$ cat src/core/burst_order.sv
// Shared constants for the mode register and burst order logic, and the
// column order generator for one beat of a burst.
// Assumes one clock domain; the generator is purely combinational.

package ddr_mode_pkg;
	// Mode register 0 field positions.
	localparam int MR0_BL_LO    = 0;
	localparam int MR0_BL_HI    = 1;
	localparam int MR0_BT       = 3;
	localparam int MR0_DLL_RST  = 8;
	localparam int MR0_WR_LO    = 9;
	localparam int MR0_WR_HI    = 11;
	localparam int MR0_PPD      = 12;
	// Mode register 1 field positions.
	localparam int MR1_DLL_DIS  = 0;
	localparam int MR1_DIC_A    = 1;
	localparam int MR1_RTT_A    = 2;
	localparam int MR1_AL_LO    = 3;
	localparam int MR1_AL_HI    = 4;
	localparam int MR1_DIC_B    = 5;
	localparam int MR1_RTT_B    = 6;
	localparam int MR1_WLVL     = 7;
	localparam int MR1_RTT_C    = 9;
	localparam int MR1_QOFF     = 12;
	localparam int ADDR_BC_N    = 12;
	// Burst length encodings in bits A1:A0.
	localparam logic [1:0] BL_FIX8   = 2'h0;
	localparam logic [1:0] BL_OTF    = 2'h1;
	localparam logic [1:0] BL_FIX4   = 2'h2;
	// Bank address codes selecting a mode register.
	localparam logic [2:0] BA_MR0    = 3'h0;
	localparam logic [2:0] BA_MR1    = 3'h1;
	// Register map, byte addresses.
	localparam logic [11:0] OFS_MODE0  = 12'h000;
	localparam logic [11:0] OFS_MODE1  = 12'h004;
	localparam logic [11:0] OFS_CTRL   = 12'h008;
	localparam logic [11:0] OFS_STATUS = 12'h00c;
	localparam logic [4:0]  TRP_RESET  = 5'h06;
	// Timing counts.
	localparam logic [2:0] WR_START_BL8   = 3'h6;
	localparam logic [2:0] WR_START_PULL  = 3'h2;
	localparam int         DLL_RST_NS     = 200;
	localparam int         PCLK_NS        = 50;
	localparam logic [3:0] DLL_RST_CYCLES = 4'((DLL_RST_NS + PCLK_NS - 1) / PCLK_NS);
	localparam logic [2:0] LAST_BEAT      = 3'h7;
	localparam logic [2:0] HALF_BEAT      = 3'h4;
	localparam logic [2:0] BEAT_ZERO      = 3'h0;
	localparam logic [2:0] BEAT_ONE       = 3'h1;
endpackage

`timescale 1ns/10ps

// Column index of one beat, given the starting column and the burst type.
module burst_order (
	input  wire logic [2:0] start_col,
	input  wire logic [2:0] beat,
	input  wire logic       interleave,
	input  wire logic       is_write,
	input  wire logic       chop,
	output logic      [2:0] col
);
	logic [1:0] low_sum;

	// Writes ignore the low start bits; reads wrap in the nibble or xor in.
	always_comb begin
		low_sum = start_col[1:0] + beat[1:0];
		if (is_write && chop) begin
			col = {start_col[2], beat[1:0]};
		end else if (is_write) begin
			col = beat;
		end else if (interleave) begin
			col = beat ^ start_col;
		end else begin
			col = {start_col[2] ^ beat[2], low_sum};
		end
	end
endmodule // burst_order

$ cat src/core/ddr_mode_ctrl.sv
// Mode register decode and burst sequencer of the memory device, sampling
// the command and address pins from the controller with the APB clock.
// Assumes pclk at 20 MHz, pins that stay stable around each rising ck edge,
// and an APB master that keeps to the two-phase protocol.
//
// Notes on behaviour
// - Bit A3 of mode register 0 selects sequential or interleaved burst order.
// - Bits A1:A0 pick fixed chop-4, fixed eight, or on-the-fly via A12.
// - Sequential eight-read wraps low bits within a nibble, bit 2 picks nibble.
// - Interleaved eight-read beat i goes to column i xor start column.
// - Chop-4 read gives four beats in one nibble, drivers off afterwards.
// - Chop-4 write stores 0-3 or 4-7 by column bit 2 only.
// - Eight-beat write always stores 0 to 7, ignoring low column bits.
// - Fixed chop-4 starts the internal write two clocks earlier.
// - On-the-fly chop-4 starts the internal write like an eight-beat write.
// - The DLL reset bit clears itself once the reset has been carried out.
// - Write recovery from A11:A9 plus precharge time gives the write-to-activate delay.
// - Slow exit freezes the DLL during precharge power-down.
// - Fast exit keeps the DLL running during precharge power-down.
// - Set command with bank code one loads mode register 1 from address.
// - Mode register 1 holds DLL, driver, termination, latency, leveling, output off.
// - Output disable bit turns off data and strobe drivers.

`timescale 1ns/10ps

module ddr_mode_ctrl (
	input  wire logic        pclk,
	input  wire logic        presetn,
	input  wire logic        psel,
	input  wire logic        penable,
	input  wire logic        pwrite,
	input  wire logic [11:0] paddr,
	input  wire logic [31:0] pwdata,
	output logic      [31:0] prdata,
	output logic             pready,
	output logic             pslverr,
	input  wire logic        ck,
	input  wire logic        cs_n,
	input  wire logic        ras_n,
	input  wire logic        cas_n,
	input  wire logic        we_n,
	input  wire logic [2:0]  ba,
	input  wire logic [12:0] addr,
	input  wire logic        pd_active,
	output logic             beat_valid,
	output logic [2:0]       beat_num,
	output logic [2:0]       beat_col,
	output logic             beat_write,
	output logic             beat_drive,
	output logic             beat_store,
	output logic             write_start,
	output logic             dll_frozen
);
	localparam int PW = 22;

	// Three-stage sampling of every pin; a bit settles when stages two and three agree.
	logic [PW-1:0] s1, s2, s3, pins, next_pins;
	logic          ck_d;
	always_comb begin
		next_pins = (s3 & ~(s2 ^ s3)) | (pins & (s2 ^ s3));
	end
	always_ff @(posedge pclk or negedge presetn) begin
		if (!presetn) begin
			s1   <= '0;
			s2   <= '0;
			s3   <= '0;
			pins <= '0;
			ck_d <= 1'b0;
		end else begin
			s1   <= {ck, cs_n, ras_n, cas_n, we_n, ba, addr, pd_active};
			s2   <= s1;
			s3   <= s2;
			pins <= next_pins;
			ck_d <= pins[PW-1];
		end
	end

	logic        p_ck, p_cs_n, p_ras_n, p_cas_n, p_we_n, p_pd;
	logic [2:0]  p_ba;
	logic [12:0] p_addr;
	logic        ck_rise, cmd_mrs, cmd_rd, cmd_wr;
	assign {p_ck, p_cs_n, p_ras_n, p_cas_n, p_we_n, p_ba, p_addr, p_pd} = pins;
	// Commands are decoded once per settled rising edge of the link clock.
	assign ck_rise = p_ck & ~ck_d;
	assign cmd_mrs = ck_rise & ~p_cs_n & ~p_ras_n & ~p_cas_n & ~p_we_n;
	assign cmd_rd  = ck_rise & ~p_cs_n & p_ras_n & ~p_cas_n & p_we_n;
	assign cmd_wr  = ck_rise & ~p_cs_n & p_ras_n & ~p_cas_n & ~p_we_n;

	// Mode registers and the DLL reset timer.
	logic [12:0] mr0, mr1, next_mr0, next_mr1;
	logic [3:0]  dll_cnt, next_dll_cnt;
	always_comb begin
		next_mr0     = mr0;
		next_mr1     = mr1;
		next_dll_cnt = dll_cnt;
		if (dll_cnt != 4'h0) begin
			next_dll_cnt = dll_cnt - 4'h1;
			if (dll_cnt == 4'h1) begin
				next_mr0[ddr_mode_pkg::MR0_DLL_RST] = 1'b0;
			end
		end
		// A new set command wins over the self-clear in the same cycle.
		if (cmd_mrs && p_ba == ddr_mode_pkg::BA_MR0) begin
			next_mr0 = p_addr;
			if (p_addr[ddr_mode_pkg::MR0_DLL_RST]) begin
				next_dll_cnt = ddr_mode_pkg::DLL_RST_CYCLES;
			end
		end
		if (cmd_mrs && p_ba == ddr_mode_pkg::BA_MR1) begin
			next_mr1 = p_addr;
		end
	end
	always_ff @(posedge pclk or negedge presetn) begin
		if (!presetn) begin
			mr0     <= '0;
			mr1     <= '0;
			dll_cnt <= 4'h0;
		end else begin
			mr0     <= next_mr0;
			mr1     <= next_mr1;
			dll_cnt <= next_dll_cnt;
		end
	end

	// Burst length choice: fixed, or taken from A12 with the command.
	logic [1:0] bl_mode;
	logic       cmd_chop;
	assign bl_mode  = mr0[ddr_mode_pkg::MR0_BL_HI:ddr_mode_pkg::MR0_BL_LO];
	assign cmd_chop = (bl_mode == ddr_mode_pkg::BL_FIX4) ||
		(bl_mode == ddr_mode_pkg::BL_OTF && !p_addr[ddr_mode_pkg::ADDR_BC_N]);

	// Burst sequencer: one beat per pclk cycle; read and write commands inside a burst are dropped.
	typedef enum logic [0:0] {
		B_IDLE  = 1'b0,
		B_BEATS = 1'b1
	} burst_state_t;
	burst_state_t state, next_state;
	logic [2:0] b_beat, next_b_beat, b_start, next_b_start;
	logic       b_write, next_b_write, b_chop, next_b_chop, b_il, next_b_il;
	always_comb begin
		next_state   = state;
		next_b_beat  = b_beat;
		next_b_start = b_start;
		next_b_write = b_write;
		next_b_chop  = b_chop;
		next_b_il    = b_il;
		case (state)
			B_IDLE: begin
				if (cmd_rd || cmd_wr) begin
					next_state   = B_BEATS;
					next_b_beat  = ddr_mode_pkg::BEAT_ZERO;
					next_b_start = p_addr[2:0];
					next_b_write = cmd_wr;
					next_b_chop  = cmd_chop;
					next_b_il    = mr0[ddr_mode_pkg::MR0_BT];
				end
			end
			B_BEATS: begin
				next_b_beat = b_beat + ddr_mode_pkg::BEAT_ONE;
				if (b_beat == ddr_mode_pkg::LAST_BEAT) begin
					next_state = B_IDLE;
				end
			end
			default: next_state = B_IDLE;
		endcase
	end
	always_ff @(posedge pclk or negedge presetn) begin
		if (!presetn) begin
			state   <= B_IDLE;
			b_beat  <= 3'h0;
			b_start <= 3'h0;
			b_write <= 1'b0;
			b_chop  <= 1'b0;
			b_il    <= 1'b0;
		end else begin
			state   <= next_state;
			b_beat  <= next_b_beat;
			b_start <= next_b_start;
			b_write <= next_b_write;
			b_chop  <= next_b_chop;
			b_il    <= next_b_il;
		end
	end

	logic [2:0] order_col;
	burst_order u_order (
		.start_col  (b_start),
		.beat       (b_beat),
		.interleave (b_il),
		.is_write   (b_write),
		.chop       (b_chop),
		.col        (order_col)
	);

	// Beat outputs are registered so the data path sees clean levels.
	logic in_burst, upper_half, next_drive, next_store;
	assign in_burst   = (state == B_BEATS);
	assign upper_half = b_beat >= ddr_mode_pkg::HALF_BEAT;
	always_comb begin
		next_drive = in_burst && !b_write && !(b_chop && upper_half)
			&& !mr1[ddr_mode_pkg::MR1_QOFF];
		next_store = in_burst && b_write && !(b_chop && upper_half);
	end
	always_ff @(posedge pclk or negedge presetn) begin
		if (!presetn) begin
			beat_valid <= 1'b0;
			beat_num   <= 3'h0;
			beat_col   <= 3'h0;
			beat_write <= 1'b0;
			beat_drive <= 1'b0;
			beat_store <= 1'b0;
		end else begin
			beat_valid <= in_burst;
			beat_num   <= b_beat;
			beat_col   <= order_col;
			beat_write <= b_write;
			beat_drive <= next_drive;
			beat_store <= next_store;
		end
	end

	// Internal write start, counted in link clocks after the write command.
	// Fixed chop-4 pulls it in by two clocks; on-the-fly chop does not.
	logic [2:0] ws_cnt, next_ws_cnt;
	logic       next_write_start;
	always_comb begin
		next_ws_cnt      = ws_cnt;
		next_write_start = 1'b0;
		if (cmd_wr && state == B_IDLE) begin
			if (bl_mode == ddr_mode_pkg::BL_FIX4) begin
				next_ws_cnt = ddr_mode_pkg::WR_START_BL8 - ddr_mode_pkg::WR_START_PULL;
			end else begin
				next_ws_cnt = ddr_mode_pkg::WR_START_BL8;
			end
		end else if (ck_rise && ws_cnt != 3'h0) begin
			next_ws_cnt      = ws_cnt - 3'h1;
			next_write_start = (ws_cnt == 3'h1);
		end
	end
	always_ff @(posedge pclk or negedge presetn) begin
		if (!presetn) begin
			ws_cnt      <= 3'h0;
			write_start <= 1'b0;
		end else begin
			ws_cnt      <= next_ws_cnt;
			write_start <= next_write_start;
		end
	end

	// Write recovery in clocks, and the auto-precharge write-to-activate delay.
	logic [4:0] wr_clk, trp;
	logic [5:0] tdal;
	always_comb begin
		case (mr0[ddr_mode_pkg::MR0_WR_HI:ddr_mode_pkg::MR0_WR_LO])
			3'h1:    wr_clk = 5'h05;
			3'h2:    wr_clk = 5'h06;
			3'h3:    wr_clk = 5'h07;
			3'h4:    wr_clk = 5'h08;
			3'h5:    wr_clk = 5'h0a;
			3'h6:    wr_clk = 5'h0c;
			3'h7:    wr_clk = 5'h0e;
			default: wr_clk = 5'h10;
		endcase
		tdal = {1'b0, wr_clk} + {1'b0, trp};
	end

	// The DLL freezes in power-down only under slow exit and while it is enabled.
	logic next_frozen;
	assign next_frozen = p_pd && !mr0[ddr_mode_pkg::MR0_PPD]
		&& !mr1[ddr_mode_pkg::MR1_DLL_DIS];

	// APB slave: zero wait states, read data captured in the setup phase.
	logic        setup, access, hit, next_err;
	logic [31:0] next_rdata;
	logic [4:0]  next_trp;
	assign setup  = psel && !penable;
	assign access = psel && penable;
	assign pready = 1'b1;
	always_comb begin
		hit        = 1'b1;
		next_rdata = 32'h0;
		case (paddr)
			ddr_mode_pkg::OFS_MODE0:  next_rdata = {19'h0, mr0};
			ddr_mode_pkg::OFS_MODE1:  next_rdata = {19'h0, mr1};
			ddr_mode_pkg::OFS_CTRL:   next_rdata = {27'h0, trp};
			ddr_mode_pkg::OFS_STATUS: next_rdata = {18'h0, dll_frozen, in_burst,
				dll_cnt != 4'h0, tdal, wr_clk};
			default:                  hit = 1'b0;
		endcase
		next_err = setup && !hit;
		next_trp = trp;
		if (access && pwrite && paddr == ddr_mode_pkg::OFS_CTRL) begin
			next_trp = pwdata[4:0];
		end
	end
	always_ff @(posedge pclk or negedge presetn) begin
		if (!presetn) begin
			prdata     <= 32'h0;
			pslverr    <= 1'b0;
			trp        <= ddr_mode_pkg::TRP_RESET;
			dll_frozen <= 1'b0;
		end else begin
			if (setup) begin
				prdata  <= pwrite ? 32'h0 : next_rdata;
				pslverr <= next_err;
			end
			trp        <= next_trp;
			dll_frozen <= next_frozen;
		end
	end

	// Checks on the beat order, the mode registers and the write start.
	AST_SEQ: assert property (@(posedge pclk) disable iff (!presetn)
		beat_valid && !beat_write && !$past(b_il) |->
		beat_col == {$past(b_start[2]) ^ beat_num[2], 2'($past(b_start[1:0]) + beat_num[1:0])})
		else $error("sequential read column wrong");
	AST_INTLV: assert property (@(posedge pclk) disable iff (!presetn)
		beat_valid && !beat_write && $past(b_il) |-> beat_col == (beat_num ^ $past(b_start)))
		else $error("interleaved read column wrong");
	AST_CHOP_HIZ: assert property (@(posedge pclk) disable iff (!presetn)
		beat_valid && !beat_write && $past(b_chop) && beat_num[2] |-> !beat_drive)
		else $error("chop read drives upper half");
	AST_WR8: assert property (@(posedge pclk) disable iff (!presetn)
		beat_valid && beat_write && !$past(b_chop) |-> beat_col == beat_num && beat_store)
		else $error("eight-beat write out of order");
	AST_BC4W: assert property (@(posedge pclk) disable iff (!presetn)
		beat_valid && beat_write && $past(b_chop) |->
		beat_col == {$past(b_start[2]), beat_num[1:0]} && beat_store == !beat_num[2])
		else $error("chop write order wrong");
	AST_QOFF: assert property (@(posedge pclk) disable iff (!presetn)
		$past(mr1[ddr_mode_pkg::MR1_QOFF]) |-> !beat_drive)
		else $error("drivers on while outputs disabled");
	AST_DLLCLR: assert property (@(posedge pclk) disable iff (!presetn)
		$rose(mr0[ddr_mode_pkg::MR0_DLL_RST]) |-> ##[1:6] !mr0[ddr_mode_pkg::MR0_DLL_RST])
		else $error("DLL reset bit did not clear");
	AST_MR1LOAD: assert property (@(posedge pclk) disable iff (!presetn)
		cmd_mrs && p_ba == ddr_mode_pkg::BA_MR1 |=> mr1 == $past(p_addr))
		else $error("mode register 1 not loaded");
	AST_HOLD: assert property (@(posedge pclk) disable iff (!presetn)
		!$past(cmd_mrs) |-> $stable(mr1))
		else $error("mode register 1 changed without a set command");
	AST_OTF: assert property (@(posedge pclk) disable iff (!presetn)
		(cmd_rd || cmd_wr) && state == B_IDLE && bl_mode == ddr_mode_pkg::BL_OTF
		|=> b_chop == !$past(p_addr[ddr_mode_pkg::ADDR_BC_N]))
		else $error("on-the-fly chop decode wrong");
	AST_WSTART: assert property (@(posedge pclk) disable iff (!presetn)
		cmd_wr && state == B_IDLE && bl_mode == ddr_mode_pkg::BL_FIX4 |=> ws_cnt == 3'h4)
		else $error("fixed chop write start not pulled in");
endmodule // ddr_mode_ctrl

$ cat config.mk
export PLATFORM = sky130hd
export DESIGN_NAME = ddr_mode_ctrl
export DESIGN_NICKNAME = d
export VERILOG_FILES = /design/src/core/burst_order.sv /design/src/core/ddr_mode_ctrl.sv
export SDC_FILE = /design/constraint.sdc
export NUM_CORES = 1
export LEC_CHECK = 0
export ABC_AREA = 0
export BUFFER_PORTS_ARGS = -buffer_cell sky130_fd_sc_hd__buf_4
export CAP_MARGIN = 5
export CORE_ASPECT_RATIO = 0.7
export CORE_MARGIN = 2
export CORE_UTILIZATION = 25
export CTS_CLUSTER_SIZE = 10
export DETAILED_ROUTE_END_ITERATION = 6
export PLACE_DENSITY_LB_ADDON = 0.08
export SLEW_MARGIN = 40
export SYNTH_ARGS = -nofsm -noshare
export SYNTH_HDL_FRONTEND = slang
export SYNTH_HIERARCHICAL = 1
export SYNTH_SLANG_ARGS = --single-unit
export TNS_END_PERCENT = 20
$ cat constraint.sdc
create_clock -name pclk -period 2.12 [get_ports pclk]
set_clock_uncertainty 0.05 [all_clocks]
set_input_delay 0.212 -clock pclk [delete_from_list [all_inputs] [get_ports pclk]]
set_output_delay 0.212 -clock pclk [all_outputs]
set_load 0.01 [all_outputs]
### Word level (Yosys, flattened, before mapping)

Index checks and enable logic that the tools add are counted.

| word-level totals | value |
|---|---|
| memory bits (read-only) | 0 |
| input bits | 71 |
| latch bits | 0 |
| RAM bits | 0 |
| output and inout port bits | 46 |
| memories kept | 0 |
| logic and storage cells | 134 |
| register bits | 182 |

| operators by class | value |
|---|---|
| add/sub/neg operators | 5 |
| eq/ne operators | 17 |
| $lt $le $gt $ge | 1 |
| multipliers | 0 |
| reduce and logical (&&, ||, !) cells | 39 |
| mux-type cells | 23 |
| shift-type cells | 0 |
| divide/modulo/power cells | 0 |
| bitwise operators | 22 |

Operators with widths:

| cell | number |
|---|---|
| $pmux W14 S4 | 1 |
| $and A22 B22 Y22 | 2 |
| $pmux W5 S7 | 1 |
| $mux W32 | 1 |
| $eq A12 B4 Y1 const B | 2 |
| $not A22 Y22 | 1 |
| $or A22 B22 Y22 | 1 |
| $xor A22 B22 Y22 | 1 |
| $logic_and A1 B1 Y1 | 19 |
| $mux W3 | 6 |
| $eq A3 B3 Y1 const B | 5 |
| $eq A12 B3 Y1 const B | 1 |
| $logic_not A12 Y1 | 1 |
| $mux W4 | 3 |
| $and A1 B1 Y1 | 9 |
| $eq A3 B1 Y1 const B | 3 |
| $mux W9 | 1 |
| $logic_not A1 Y1 | 8 |
| $mux W1 | 7 |
| $add A5 B5 Y6 | 1 |
| $eq A3 B2 Y1 const B | 2 |
| $not A1 Y1 | 6 |
| $pmux W3 S2 | 1 |
| $reduce_bool A2 Y1 | 3 |
| other kinds (19) | 21 |

### Logic depth before layout (Yosys ltp)

| logic depth | value |
|---|---|
| depth in word-level cells | 9 |
| mapped depth | 8 |
| gate-level depth less buffers | 7 |

### Modules after synthesis

Netlist, hierarchy kept.

By module, submodules not included:

| module | area an instance (µm²) | instances | cells each |
|---|---|---|---|
| ddr_mode_ctrl | 6093.3 | 1 | 398 |
| burst_order | 93.8 | 1 | 11 |

### Least setup slack after synthesis

Ideal clock, no wire load.

| timing | value |
|---|---|
| path type | flip-flop to flip-flop |
| start point | register (tool-made name) |
| end point | register mr0[10] |
| path buffers | 1 |
| required time | 1945 ps |
| path slack | 190 ps |
| setup time | 125 ps |
| cell stages (with the launch flop) | 5 |
| arrival | 1755 ps |
| path through | dfrtp_1 or4b_4 nor3_4 buf_6 mux2_2 |

RTL lines:

| item | RTL line | text |
|---|---|---|
| to (signal assigned) | ddr_mode_ctrl.sv:119 | `mr0 <= next_mr0;` |
| to (decl) | ddr_mode_ctrl.sv:90 | `logic [12:0] mr0, mr1, next_mr0, next_mr1;` |

### Worst setup path after layout

| timing | value |
|---|---|
| start point | register mr0[11] |
| end point | register prdata[9] |

| on the way | value |
|---|---|
| word-level cells in the longest chain between the ends | 5 |
| elaborated cells on any way between the ends | 11 |

RTL lines:

| item | RTL line | text |
|---|---|---|
| $eq A3 B3 Y1, or another cell as far along | ddr_mode_ctrl.sv:254 | `case (mr0[ddr_mode_pkg::MR0_WR_HI:ddr_mode_pkg::MR0_WR_LO])` |
| $pmux W5 S7 * | ddr_mode_ctrl.sv:254 |  |
| $add A5 B5 Y6 * | ddr_mode_ctrl.sv:264 | `tdal = {1'b0, wr_clk} + {1'b0, trp};` |
| $pmux W14 S4 * | ddr_mode_ctrl.sv:282 | `case (paddr)` |
| $mux W32 * | ddr_mode_ctrl.sv:304 | `prdata <= pwrite ? 32'h0 : next_rdata;` |
| to (signal assigned) | ddr_mode_ctrl.sv:304 |  |
| to (decl) | ddr_mode_ctrl.sv:34 | `output logic [31:0] prdata,` |

Mark *: on every way between the ends. The rest lies on a longest branch, timed or not.
A chain may end at the register's enable or synchronous reset.

==> results.md <==
- Outcome: complete, no violations
- Finished Core Util: 32.87%
- Clk slew on worst S/H paths: 0.07 ns
- Antenna violations before repair: 1
- EDFF count, synth: 0
- Post-synth top area cell: dfrtp_1
- H-tree levels: 4
- Top-count cell post-synth: dfrtp_1
- Post-layout minimum cycle time: 1.972 ns
- TritonCTS Buffers: 17
- Top FF cell, synth: dfrtp_1
- Vias in the first global route: 3,631
- Core Area: 0.02450 sq mm
- Root Driver: clkbuf_16
- DRT iter0 DRCs: 122
- Clock sinks: 164
- Post-Syn Instances: 409
- Distinct cells, synth: 55
- Layout net count: 618
- Die H: 135.6 um
- Routed WL: 13,640 um
- GRT overflow: 0
- Die W: 192.0 um
- Tot GR Track Use: 11.23%
- Clk_lat worst skew: 0.43 ns
- HPWL Detailed: 9557 um
- Die area: 0.02604 sq mm
- Register area share after synthesis: 66.37%
- Placed inst area: 0.007182 sq mm
- Crit share post-route: 93.00%
- Final setup vio count: 0
- Post-CTS Setup Bufs: 0
- Max VDD drop: 0.0005311 V
- TritonCTS clock tree: built
- Synth Cell Area: 0.006187 sq mm
- Via count: 3,584
- Largest net degree at the start of global routing: 48
- Row cnt: 48
- Crit path DAT: 2.23 ns
- Wire length per cell: 15.67 um
- Area growth, synth to finish: 30.19%
- CP Launch Point: mr0[11]
- Initial Util: 25.25%
- Setup CP Type: reg -> reg
- IO Pins: 117
- Ant diodes: 0
- Hold Vio Cnt, Final: 0
- Final setup TNS: 0 ns
- YS warnings: 6
- Startpoint Class: flop
- Clock tree buffer depth: 2
- Avg Inst Size Synth: 15.13 sq um
- Maximum Capacitance Violations: 0
- Cell area after layout: 0.008055 sq mm
- Drt drc: 0
- Lkg Pwr: 3.685 nW
- Synth async-reset ratio: 100.0%
- Hold path start: paddr[10]
- FF-to-FF Start: mr0[11]
- Critical Path RT: 2.37 ns
- FF+latch count, synth: 164
- RSZ-0062 raised after global routing: no
- Endpoint class of the critical path: flop
- Gpl congestion: 0.7409
- Hold Crit Class: in -> reg
- Critical Path Fanout Max: 3
- Layout cells sized above 1: 33.03%
- Worst-margin pin slew: 0.7560 ns
- DRT Pass-1 Iters: 6
- Yosys top cell area share: 65.52%
- Top cells by area, synth: dfrtp_1 66%, mux2_2 6.7%, maj3_1 3.6%
- Slew margin rel.: 49.60%
- Port Buf Inserts: 70
- Max-slew violations: 0
- Fmax: 507.2 MHz
- First-pass GRT wire length: 21,450 um
- Synth top cells by count: 162 x dfrtp_1, 37 x mux2_2, 22 x maj3_1
- Via density: 4.120
- Cell Pwr Density: 1006 mW/mm^2
- Antenna Nets Post-Route: 0
## cell families after synthesis
logic type	Yosys count	synth area share, %
muxes	48	9.545
AOI/OAI and AO/OA	45	5.096
buffers and inverters	35	3.438
and+or+nand+nor	73	8.008
other	2	0.1214
adders and majority gates	37	6.714
DFF	164	66.37
xor gates and xnor gates	5	0.7079
## stage by stage
stage | hold WS, ns | std cells | setup WS [ns] | total power [W]
6_report | 0.1454 | 870 | 0.1484 | 0.008103
5_1_grt | 0.1471 | 870 | 0.06586 | 0.008622
4_1_cts | 0.1278 | 870 | 0.08298 | 0.008259
3_5_place_dp | 0.1193 | 810 | 0.08678 | 0.005106
3_3_place_gp | 0.1166 | 810 | 0.1495 | 0.005075
2_1_floorplan | -0.1336 | 426 | 0.1902 | 0.004550
## layer usage
metal  wire (um)  GRT usage (%)
met1        7236          17.06
met2        5566          15.12
met3         655          3.212
met4         179          3.562
met5           0              0
## cells in the final DEF (no fill, tap or decap), types with 3 or more instances in the layout
cell type,Yosys,routed
a21oi_1,14,13
a221o_1,3,3
a22o_1,10,10
buf_12,0,4
buf_4,19,83
clkbuf_16,0,17
conb_1,2,19
dfrtp_1,162,162
dlygate4sd3_1,0,28
ha_1,14,13
inv_1,6,6
inv_6,0,5
inv_8,0,7
maj3_1,22,22
mux2_2,37,37
mux2i_1,5,5
mux4_2,5,5
nand2_1,19,19
nand3_1,4,4
nand4_1,6,6
nor2_1,8,8
nor2b_1,3,3
nor3_1,3,3
nor3b_1,4,4
nor4_4,3,3
nor4b_1,3,3
o21ai_0,6,6
xor2_1,3,3
## path summary, 6_finish.rpt
check / slack, ns / to / cells past startpoint
setup reg to reg: 0.15 / prdata[9] / 6
setup / recovery: 0.15 / prdata[9] / 6
hold reg to reg: 0.30 / s2[5] / 0
hold / removal: 0.15 / pslverr / 4
max in group asynchronous: 1.06 / trp[1] / 3
min in group asynchronous: 0.22 / s1[19] / 2
## where the power goes
part / internal, W / switching [W]
clock: 0.00158 / 0.00146
sequential: 0.00353 / 0.000293
combinational: 0.000665 / 0.000574
## worst max-delay path, cell delays in order, from the launching register on
cell     delay (ns)
dfrtp_1        0.38
mux2_2         0.39
fa_1           0.43
a21o_1         0.17
a21oi_1        0.17
xor2_1         0.15
o21ai_0        0.10
## layout make-up
cell class	count	area (sq um)
fill	2443	16450
sequential	164	4106
multi-input combinational	227	1948
timing repair buffer	116	994.7
clock buffer	17	425.4
tap	325	406.6
clock inverter	15	151.4
inverter	6	22.52
## timing repair
item                                   in CTS  in global routing
setup endpoints to repair                   0                  2
hold buffers                               28                  0
endpoints found under the hold margin      65                  0
gates resized for setup                     0                  2
Power figures use the tool's default switching activity.
